**config.mk**
```make
export PLATFORM = sky130hd
export DESIGN_NAME = peripheral_interrupt_dispatch
export DESIGN_NICKNAME = d
export VERILOG_FILES = /design/src/pkg/pid_pkg.sv /design/src/logic/peripheral_interrupt_dispatch.sv
export SDC_FILE = /design/constraint.sdc
export NUM_CORES = 1
export LEC_CHECK = 0
export ABC_AREA = 1
export BUFFER_PORTS_ARGS = -buffer_cell sky130_fd_sc_hd__buf_4
export CAP_MARGIN = 20
export CORE_ASPECT_RATIO = 1.5
export CORE_MARGIN = 5
export CORE_UTILIZATION = 52
export CTS_BUF_LIST = sky130_fd_sc_hd__clkbuf_8
export CTS_CLUSTER_SIZE = 28
export DETAILED_ROUTE_END_ITERATION = 10
export HOLD_SLACK_MARGIN = 0.08
export PLACE_DENSITY = 0.82
export SYNTH_ARGS = -nofsm -noshare
export SYNTH_HDL_FRONTEND = slang
export SYNTH_SLANG_ARGS = --single-unit
```
**constraint.sdc**
```tcl
create_clock -name i_clk -period 2.9 [get_ports i_clk]
set_input_delay 0.58 -clock i_clk [delete_from_list [all_inputs] [get_ports i_clk]]
set_output_delay 0.58 -clock i_clk [all_outputs]
set_load 0.03 [all_outputs]
```
**src/pkg/pid_pkg.sv**
```systemverilog
package pid_pkg;
   // Address space
   localparam int ADDR_W = 24;
   localparam int DATA_W = 24;
   localparam logic [23:0] IO_BASE = 24'hFF_FF80;
   localparam int IO_WORDS = 128;
   // Internal I/O register word indices (low seven address bits)
   localparam logic [6:0] IDX_HOST_CTRL = 7'h42;
   localparam logic [6:0] IDX_HOST_STAT = 7'h43;
   localparam logic [6:0] IDX_PRIO = 7'h7E;
   // Host control bits
   localparam int CTRL_RX_IE = 0;
   localparam int CTRL_TX_IE = 1;
   localparam int CTRL_HF_IE = 2;
   localparam int CTRL_HF_CODE_LO = 3;
   // Host status bits
   localparam int STAT_RX_FULL = 0;
   localparam int STAT_TX_EMPTY = 1;
   localparam int STAT_HF_LO = 3;
   // Core status word global enable bit (mode byte)
   localparam int STATUS_WORD_GIE_BIT = 8;
   // Vectors
   localparam logic [23:0] VEC_HOST_RX = 24'h00_0060;
   localparam logic [23:0] VEC_HOST_TX = 24'h00_0062;
   localparam logic [23:0] VEC_HOST_HF = 24'h00_0064;
   localparam int NSRC = 3;
   localparam int SHORT_OPS = 2;
   localparam logic [23:0] RESET_VAL = 24'h00_0000;
   typedef enum logic [1:0] {ST_RUN, ST_SHORT, ST_LONG} svc_state_t;
endpackage : pid_pkg

```
**src/logic/peripheral_interrupt_dispatch.sv**
```systemverilog
// How it works
// - Registers decode only in the top 128 words of X data space.
// - Host status register is read-only; writes never change it.
// - A set receive or transmit status bit raises a request while that source is enabled.
// - Two host-written flag bits raise an interrupt on a programmed encoding.
// - Each interrupt fires from the very status flag software polls.
// - Accepting an interrupt redirects fetch to the source's fixed vector.
// - Two-opcode short service returns automatically without return op.
// - Jump-to-subroutine service runs until return op, then resumes saved PC.
// - Request needs source enable in control reg and enable in priority reg.
// - Requests masked unless global enable in core mode byte is set.
// - Peripheral offers three sources, each with own vector.
// - Host receive vectors to $60, gated by host receive enable bit.
// - Bit 1 of host status is transmit-empty, set when word accepted.
module peripheral_interrupt_dispatch #(
   parameter int NSRC = pid_pkg::NSRC
) (
   input wire logic i_clk,
   input wire logic i_nrst,
   input wire logic [23:0] i_addr,
   input wire logic i_wr,
   input wire logic i_rd,
   input wire logic [23:0] i_wdata,
   output logic [23:0] o_rdata,
   output logic o_io_sel,
   input wire logic i_rx_full,
   input wire logic i_tx_empty,
   input wire logic [1:0] i_host_flags,
   input wire logic [23:0] i_core_status_word,
   input wire logic i_fetch,
   input wire logic [23:0] i_pc,
   input wire logic i_jump_to_subroutine_op,
   input wire logic i_return_from_interrupt_op,
   output logic o_irq_take,
   output logic [23:0] o_vector,
   output logic o_return,
   output logic [23:0] o_return_pc,
   output logic o_in_service
);
   logic [23:0] host_control_reg_r;
   logic [23:0] periph_priority_reg_r;
   logic [1:0] rx_s1_r, rx_s2_r;
   logic [1:0] tx_s1_r, tx_s2_r;
   logic [1:0] hf_s1_r, hf_s2_r;
   pid_pkg::svc_state_t state_r, state_nxt;
   logic [23:0] saved_pc_r;
   logic [1:0] short_cnt_r;
   logic [1:0] cur_src_r;

   // Pin synchronisers
   always_ff @(posedge i_clk or negedge i_nrst)
   begin
      if (!i_nrst)
      begin
         rx_s1_r <= '0;
         rx_s2_r <= '0;
         tx_s1_r <= '0;
         tx_s2_r <= '0;
         hf_s1_r <= '0;
         hf_s2_r <= '0;
      end
      else
      begin
         rx_s1_r <= {1'b0, i_rx_full};
         rx_s2_r <= rx_s1_r;
         tx_s1_r <= {1'b0, i_tx_empty};
         tx_s2_r <= tx_s1_r;
         hf_s1_r <= i_host_flags;
         hf_s2_r <= hf_s1_r;
      end
   end

   // Address decode
   // top 128 words
   wire io_hit = (i_addr[23:7] == pid_pkg::IO_BASE[23:7]);
   wire [6:0] idx = i_addr[6:0];
   wire wr_host_ctrl = i_wr && io_hit && (idx == pid_pkg::IDX_HOST_CTRL);
   wire wr_prio = i_wr && io_hit && (idx == pid_pkg::IDX_PRIO);
   assign o_io_sel = io_hit && (i_wr || i_rd);

   // Host status word, built live from the flags
   // transmit-empty in bit 1
   wire [23:0] host_status_reg = {19'h0_0000, hf_s2_r, 1'b0, tx_s2_r[0], rx_s2_r[0]};

   // Control registers; status writes have no target
   always_ff @(posedge i_clk or negedge i_nrst)
   begin
      if (!i_nrst)
      begin
         host_control_reg_r <= pid_pkg::RESET_VAL;
         periph_priority_reg_r <= pid_pkg::RESET_VAL;
      end
      else
      begin
         if (wr_host_ctrl)
            host_control_reg_r <= i_wdata;
         if (wr_prio)
            periph_priority_reg_r <= i_wdata;
      end
   end

   // Read mux
   wire [23:0] rd_mux = !io_hit ? 24'h00_0000 :
      (idx == pid_pkg::IDX_HOST_CTRL) ? host_control_reg_r :
      (idx == pid_pkg::IDX_HOST_STAT) ? host_status_reg :
      (idx == pid_pkg::IDX_PRIO) ? periph_priority_reg_r : 24'h00_0000;
   always_ff @(posedge i_clk or negedge i_nrst)
   begin
      if (!i_nrst)
         o_rdata <= '0;
      else if (i_rd)
         o_rdata <= rd_mux;
   end

   // Source requests from polled flags
   // status flags raise requests; same flags as polling
   wire hf_match = (hf_s2_r == host_control_reg_r[pid_pkg::CTRL_HF_CODE_LO +: 2]);
   wire [NSRC-1:0] flag = {hf_match, tx_s2_r[0], rx_s2_r[0]};
   wire [NSRC-1:0] src_en = {host_control_reg_r[pid_pkg::CTRL_HF_IE],
                             host_control_reg_r[pid_pkg::CTRL_TX_IE],
                             host_control_reg_r[pid_pkg::CTRL_RX_IE]};
   // three host sources, each with its own vector
   wire [23:0] vec_tab [NSRC];
   assign vec_tab[0] = pid_pkg::VEC_HOST_RX;
   assign vec_tab[1] = pid_pkg::VEC_HOST_TX;
   assign vec_tab[2] = pid_pkg::VEC_HOST_HF;
   wire [1:0] lvl [NSRC];
   wire [NSRC-1:0] req;
   // global enable in core mode byte
   wire gie = i_core_status_word[pid_pkg::STATUS_WORD_GIE_BIT];
   genvar g;
   generate
      for (g = 0; g < NSRC; g++)
      begin : g_src
         assign lvl[g] = periph_priority_reg_r[2*g +: 2];
         // source enable and nonzero priority level; either bit set
         assign req[g] = flag[g] && src_en[g] && (lvl[g] != 2'b00) && gie;
      end
   endgenerate

   // pick highest level, lowest index on tie
   logic [1:0] win;
   logic [1:0] win_lvl;
   always_comb
   begin
      win = 2'd0;
      win_lvl = 2'd0;
      for (int k = 0; k < NSRC; k++)
         if (req[k] && (lvl[k] > win_lvl))
         begin
            win = 2'(k);
            win_lvl = lvl[k];
         end
   end
   wire any_req = |req;

   // Service state machine
   always_comb
   begin
      state_nxt = state_r;
      case (state_r)
         pid_pkg::ST_RUN:
            if (any_req && i_fetch)
               state_nxt = pid_pkg::ST_SHORT;
         pid_pkg::ST_SHORT:
            // jump op in slot makes it long
            if (i_fetch && i_jump_to_subroutine_op)
               state_nxt = pid_pkg::ST_LONG;
            else if (i_fetch && short_cnt_r == 2'(pid_pkg::SHORT_OPS - 1))
               state_nxt = pid_pkg::ST_RUN;
         pid_pkg::ST_LONG:
            if (i_fetch && i_return_from_interrupt_op)
               state_nxt = pid_pkg::ST_RUN;
         default:
            state_nxt = pid_pkg::ST_RUN;
      endcase
   end

   // take interrupt at fetch and vector
   assign o_irq_take = (state_r == pid_pkg::ST_RUN) && any_req && i_fetch;
   // auto return after two ops; return on return op
   assign o_return = (state_r != pid_pkg::ST_RUN) && (state_nxt == pid_pkg::ST_RUN);
   assign o_in_service = (state_r != pid_pkg::ST_RUN);

   always_ff @(posedge i_clk or negedge i_nrst)
   begin
      if (!i_nrst)
      begin
         state_r <= pid_pkg::ST_RUN;
         saved_pc_r <= '0;
         short_cnt_r <= '0;
         cur_src_r <= '0;
         o_vector <= '0;
      end
      else
      begin
         state_r <= state_nxt;
         if (o_irq_take)
         begin
            saved_pc_r <= i_pc;
            cur_src_r <= win;
            o_vector <= vec_tab[win];
            short_cnt_r <= '0;
         end
         else if (state_r == pid_pkg::ST_SHORT && i_fetch)
            short_cnt_r <= short_cnt_r + 2'd1;
      end
   end
   assign o_return_pc = saved_pc_r;

   // Requests that would outrank the chosen source
   wire [NSRC-1:0] outranked;
   genvar h;
   generate
      for (h = 0; h < NSRC; h++)
      begin : g_rank
         assign outranked[h] = req[h] && (lvl[h] > lvl[win]);
      end
   endgenerate
endmodule : peripheral_interrupt_dispatch

```
==> results.py, run 1 <==
metrics = {
    "status": {
        "outcome": "finished clean",
    },
    "die": {
        "die_area_um2": 12400,
        "coreArea_um2": 10100,
        "ios": 183,
        "fp.dieW_um": 92.6,
        "die_h_um": 134,
        "initial_core_util": 0.528,
        "fp-row-count": 45,
    },
    "yosys": {
        "synth-seq-area-share": 0.522,
        "synthCells": 659,
        "ys_types": 29,
        "yosysWarningCount": 0,
        "ys_seq_elements": 111,
        "yosysTopAreaCellShare": 0.522,
        "synth_top_area_cell": "dfrtp_1",
        "avgSynthCellArea_um2": 8.07,
        "synthTopCellsByArea": "dfrtp_1 52%, nand2_1 21%, nand3_1 6.3%",
        "syn_area_um2": 5320,
    },
    "sta": {
        "rsz0062_at_grt": "false",
        "setup_viol": 0,
        "slew_viol_final": 0,
        "finalHoldViolCount": 0,
        "fmax_mhz": 408,
        "worstMarginPinSlew_ns": 0.814,
        "min_period_over_period": 0.845,
        "layout_min_cycle_time_ns": 2.45,
        "finalClockSkew_ns": 0.0104,
        "fin_tns_setup_ns": 0,
        "relSlewSlack": 0.457,
    },
    "global_routing": {
        "grt_pass1_vias": 4751,
        "track_usage": 0.219,
        "grt_pass1_wl_mm": 22.0,
        "antenna_found_initial": 0,
        "grt_max_degree": 57,
        "grt_overflow_total": 0,
    },
    "placed_design": {
        "hpwl_mm": 9.57,
        "place_area_um2": 6310,
        "io_buffer_count": 139,
        "place_congestion": 0.827,
    },
    "clock_network": {
        "cts-root-buf": "clkbuf_8",
        "cts_max_level": 3,
        "tritoncts.num_buffers": 9,
        "clk_pin_slew_ns": 0.09,
        "insertion_delay_ns": 0.38,
        "clock-sinks": 111,
        "cts_buffer_depth": 2,
        "tritoncts": "built",
        "hold_buffers": 0,
        "ctsResizeCount": 0,
        "postCtsSetupRepairBufs": 0,
    },
    "detailed_routing": {
        "ant_nets": 0,
        "vias": 4872,
        "dr.pass1.iters": 5,
        "wl_mm": 13.4,
        "drt-initial-drc-count": 407,
        "vias_per_cell": 5.40,
        "wire_per_inst_um": 14.9,
        "drc": 0,
    },
    "layout": {
        "final_cell_area_um2": 6520,
        "drive_gt1_frac": 0.227,
        "fin_nets": 892,
        "antennaDiodeCount": 0,
        "final.fill_count": 829,
        "syn_to_final_growth_pct": 22.6,
    },
    "pwr": {
        "vdd_drop_max_v": 0.000327,
        "powerDensity_nw_per_um2": 416,
        "p_leak_nw": 3.72,
        "total_power_mw": 2.71,
    },
    "critical_path": {
        "cp_top_family": "simple AND/OR/NAND/NOR gates",
        "worstPathCellList": "nand3_1 -> nor2_1 -> nand2_1 -> ha_1 -> inv_1 -> nor2_1 -> o211ai_1 -> o21ai_0 -> ha_1 -> inv_1 -> nor2_1 -> o21ai_0 -> nor2_1 -> nor2_1 -> nand2_1 -> nand2_1",
        "crit_type": "flip-flop to flip-flop",
        "path_buf_inv": 2,
        "end_kind": "flip-flop",
        "cpPeakStageDelay_ns": 0.38,
        "cp-start-kind": "flip-flop",
        "cp.required_ns": 3.17,
        "crit_fanout": 5,
        "crit_path_top_delay_cell": "dfrtp_1",
        "cp.arrival_ns": 2.72,
        "cp_common_cell": "nor2_1",
    },
    "job": {
        "cap_violations": 0,
    },
    "hold_path": {
        "hold_class": "primary input to async pin",
    },
}
==> cells in the final DEF, fill, tap and decap left out <==
cell type and instances:
nand2_1 299, buf_4 149, dfrtp_1 111, nand3_1 67, nand4_1 49, nor2_1 28
conb_1 20, inv_1 18, clkbuf_8 10, ha_1 5, o21ai_0 4, nor2_4 4
clkinvlp_4 3, clkinv_4 2, o211ai_1 1, xnor2_1 1, a21oi_2 1, nand2_2 1
inv_2 1, o21a_1 1, nand3_2 1, and2_1 1, nand3_4 1, nor3_2 1
nor2_2 1, xor2_1 1, or2_2 1, a21oi_1 1, bufinv_16 1, buf_12 1
==> layer usage <==
metal / global-route usage / vias up / share of wire
met4: 0.0876 / 0 / 0.025
met2: 0.376 / 232 / 0.50
met1: 0.267 / 2283 / 0.39
met3: 0.0471 / 27 / 0.087
li1: - / 2330 / -
met5: 0 / - / 0
==> cell usage after synthesis (all sizes together) <==
cell	number
a21oi	2
and2	1
buf	51
clkbuf	8
conb	1
dfrtp	111
ha	5
inv	19
nand2	300
nand3	69
nand4	49
nor2	33
nor3	1
o211ai	1
o21a	1
o21ai	4
or2	1
xnor2	1
xor2	1
==> final timing paths <==
path | start | to | slack (ns) | cells past startpoint
worst min register to register | hf_s1_r[0]$_DFF_PN0_ | hf_s2_r[0]$_DFF_PN0_ | 0.35 | 0
min in group i_clk | i_rx_full | rx_s1_r[0]$_DFF_PN0_ | 0.31 | 1
worst max register to register | host_control_reg_r[0]$_DFFE_PN0P_ | o_vector[1]$_DFFE_PN0P_ | 0.45 | 16
worst max-delay path | host_control_reg_r[0]$_DFFE_PN0P_ | o_vector[1]$_DFFE_PN0P_ | 0.45 | 16
max in group asynchronous | i_nrst | o_rdata[4]$_DFFE_PN0P_ | 2.11 | 2
worst min-delay path | i_nrst | o_return_pc[4]$_DFFE_PN0P_ | 0.12 | 1
==> registers in the layout (all words and copies together), names as in the netlist, 2 cells and up <==
signal	flops
o_return_pc	24
o_vector	3
state_r	2
host_control_reg_r	24
o_rdata	24
periph_priority_reg_r	24
hf_s1_r	2
short_cnt_r	2
hf_s2_r	2
==> layout make-up <==
type	instances	area, um2	share of cell area
Multi-Input combinational cell	489	2180	0.334
Clock inverter	6	70.1	0.0107
Timing Repair Buffer	150	1140	0.175
Tap cell	117	146	0.0224
Clock buffer	10	138	0.0211
Sequential cell	111	2780	0.426
Inverter	19	71.3	0.0109
==> cells by family (layout without fill, tap and decap cells) <==
family,count (synthesis),in the layout,share of synthesized area
xor+xnor,2,2,0.00329
buf+inv,78,185,0.0812
fa+ha+maj,5,5,0.0118
flops,111,111,0.522
other cells,1,20,0.000705
compound gates,8,8,0.00917
simple gates,454,454,0.372
==> metrics by stage <==
stage / hold slack [ns] / utilization / setup slack (ns) / cells
final: 0.120 / 0.647 / 0.449 / 902
after global routing: 0.143 / 0.647 / 0.206 / 902
after CTS: 0.124 / 0.647 / 0.456 / 902
after detailed placement: 0.335 / 0.627 / 0.148 / 886
after global placement: 0.333 / 0.627 / 0.251 / 886
after floorplan: 0.284 / - / 0.472 / 678
==> report_power, final <==
part | switching (mW) | internal [mW]
clock network | 0.512 | 0.425
logic | 0.136 | 0.0844
registers | 0.00266 | 1.55
total | 0.650 | 2.06
No activity file was read; power rests on OpenSTA's default activity.
==> inputs of run 2 (changes only) <==
--- a/config.mk
+++ b/config.mk
@@ -10,12 +10,12 @@
 export CAP_MARGIN = 20
 export CORE_ASPECT_RATIO = 1.5
 export CORE_MARGIN = 5
-export CORE_UTILIZATION = 52
+export CORE_UTILIZATION = 47
 export CTS_BUF_LIST = sky130_fd_sc_hd__clkbuf_8
 export CTS_CLUSTER_SIZE = 28
 export DETAILED_ROUTE_END_ITERATION = 10
 export HOLD_SLACK_MARGIN = 0.08
-export PLACE_DENSITY = 0.82
+export PLACE_DENSITY = 0.79
 export SYNTH_ARGS = -nofsm -noshare
 export SYNTH_HDL_FRONTEND = slang
 export SYNTH_SLANG_ARGS = --single-unit
==> constraint.sdc (replaced) <==
create_clock -name i_clk -period 2.2 [get_ports i_clk]
set_input_delay 0.44 -clock i_clk [delete_from_list [all_inputs] [get_ports i_clk]]
set_output_delay 0.44 -clock i_clk [all_outputs]
set_load 0.03 [all_outputs]
==> results.py, run 2 (synthesized netlist as in run 1, its figures left out) <==
metrics = {
    "status": {
        "outcome": "complete, but fails checks",
        "violations": "setup timing",
    },
    "layout": {
        "antennaDiodeCount": 0,
        "drive_gt1_frac": 0.252,
        "layoutNonFillerInstCount": 950,
        "final.fill_count": 964,
        "syn_to_final_growth_pct": 26.6,
        "fin_nets": 910,
        "final_cell_mix": "297 x nand2_1, 165 x buf_4, 111 x dfrtp_1, 66 x nand3_1, 49 x nand4_1",
        "fin_util": 0.609,
        "layout_commonest_cell": "nand2_1",
    },
    "hold_path": {
        "hold_start": "i_tx_empty",
        "hold_class": "primary input to flip-flop",
    },
    "pwr": {
        "power_frac_clock": 0.327,
        "p_leak_nw": 3.83,
        "p_comb_frac": 0.086,
        "total_power_mw": 3.49,
        "switchingPower_mw": 0.829,
        "vdd_drop_max_v": 0.000380,
        "share_seq_of_total_power": 0.587,
        "powerDensity_nw_per_um2": 518,
        "power.internal_mw": 2.66,
        "switching_share": 0.238,
    },
    "placed_design": {
        "place_congestion": 0.868,
        "io_buffer_count": 139,
        "hpwl_mm": 10.2,
        "place_inst": 930,
    },
    "clock_network": {
        "tritoncts.num_buffers": 9,
        "clk_pin_slew_ns": 0.09,
        "clock-sinks": 111,
        "cts-root-buf": "clkbuf_8",
        "tritoncts": "built",
        "cts_buffer_depth": 2,
        "insertion_delay_ns": 0.37,
        "cts_max_level": 3,
    },
    "detailed_routing": {
        "dr.pass1.iters": 5,
        "wl_mm": 13.9,
        "vias_per_cell": 5.19,
        "vias": 4934,
        "ant_nets": 0,
        "drc": 0,
        "wire_per_inst_um": 14.6,
        "drt-initial-drc-count": 349,
    },
    "global_routing": {
        "grt_max_degree": 45,
        "antenna_found_initial": 0,
        "track_usage": 0.202,
        "grt_pass1_wl_mm": 22.7,
        "grt_overflow_total": 0,
        "grt_pass1_vias": 4815,
    },
    "critical_path": {
        "crit_type": "flip-flop to flip-flop",
        "rr_startpoint": "host_control_reg_r[0]$_DFFE_PN0P_",
        "end_kind": "flip-flop",
        "cp.required_ns": 2.46,
        "crit_fanout": 5,
        "cp-start-kind": "flip-flop",
        "cp.arrival_ns": 2.57,
        "crit_start": "host_control_reg_r[0]$_DFFE_PN0P_",
    },
    "sta": {
        "finalClockSkew_ns": 0.00839,
        "layout_min_cycle_time_ns": 2.31,
        "finalHoldViolCount": 0,
        "fin_ws_ns": -0.109,
        "setup_viol": 2,
        "finalHoldWorstSlack_ns": 0.175,
        "min_period_over_period": 1.05,
        "fmax_mhz": 433,
        "slew_viol_final": 0,
        "rsz0062_at_grt": "true",
        "fin_tns_setup_ns": -0.139,
    },
    "die": {
        "fp.dieW_um": 96.9,
        "fp-row-count": 47,
        "ios": 183,
        "coreArea_um2": 11100,
        "die_h_um": 140,
        "die_area_um2": 13600,
        "initial_core_util": 0.481,
    },
    "job": {
        "cap_violations": 0,
    },
}
[run 2: cell type report]
type                            count  area [um2]  area share
Sequential cell                   111        2780       0.413
Multi-Input combinational cell    489        2220       0.330
Timing Repair Buffer              168        1290       0.191
Tap cell                          147         184      0.0273
Clock buffer                       12         165      0.0245
Inverter                           19        71.3      0.0106
Clock inverter                      4        21.3     0.00316
[run 2: routing by layer]
layer	vias to the layer above	global-route usage	routed length [um]
met5	-	0	0
met4	0	0.0888	447
met3	38	0.0562	1130
met2	235	0.340	6960
met1	2305	0.242	5310
li1	2356	-	-
[run 2: worst max-delay path: stages (launching register included)]
cell      delay, ns
dfrtp_1        0.37
nand3_2        0.12
nor2_4         0.12
nand2_2        0.08
ha_4           0.28
inv_2          0.04
nor2_4         0.07
o211ai_1       0.08
buf_4          0.16
nand2_2        0.07
o21ai_2        0.05
ha_1           0.30
inv_1          0.04
nor2_1         0.08
o21ai_1        0.06
nor2_1         0.12
nor2_1         0.06
nand2_1        0.05
nand2_1        0.05
[run 2: metrics by stage]
stage / cell area (um2) / setup slack [ns]
3_3_place_gp: 6470 / -0.261
4_1_cts: 6710 / -0.102
3_5_place_dp: 6470 / -0.409
5_1_grt: 6730 / -0.243
6_report: 6730 / -0.109
2_1_floorplan: 5400 / -0.0596
[run 2: power groups by stage]
stage	combinational (mW)	clock (mW)	sequential [mW]
detailed placement	0.297	0	2.09
floorplan	0.131	0	2.09
global route	0.326	1.25	2.05
finish	0.299	1.14	2.05
global placement	0.288	0	2.09
CTS	0.298	1.17	2.05
[run 2: final timing paths]
| path | end | slack [ns] | depth (start not counted) |
|---|---|---|---|
| max | o_vector[1]$_DFFE_PN0P_ | -0.11 | 18 |
| min | tx_s1_r[0]$_DFF_PN0_ | 0.18 | 1 |
| max reg2reg | o_vector[1]$_DFFE_PN0P_ | -0.11 | 18 |
| min reg2reg | hf_s2_r[1]$_DFF_PN0_ | 0.35 | 0 |
| max in group asynchronous | state_r[1]$_DFF_PN0_ | 1.02 | 3 |
| min in group asynchronous | o_return_pc[0]$_DFFE_PN0P_ | 0.56 | 2 |
[run 2: what timing repair did]
item / 4_1_cts / 5_1_grt
gates resized for setup: 5 / 5
hold buffers: 1 / 0
endpoints found under the hold margin: 29 / 0
pin swaps: 3 / 1
setup buffers: 3 / 0
setup endpoints to repair: 2 / 2
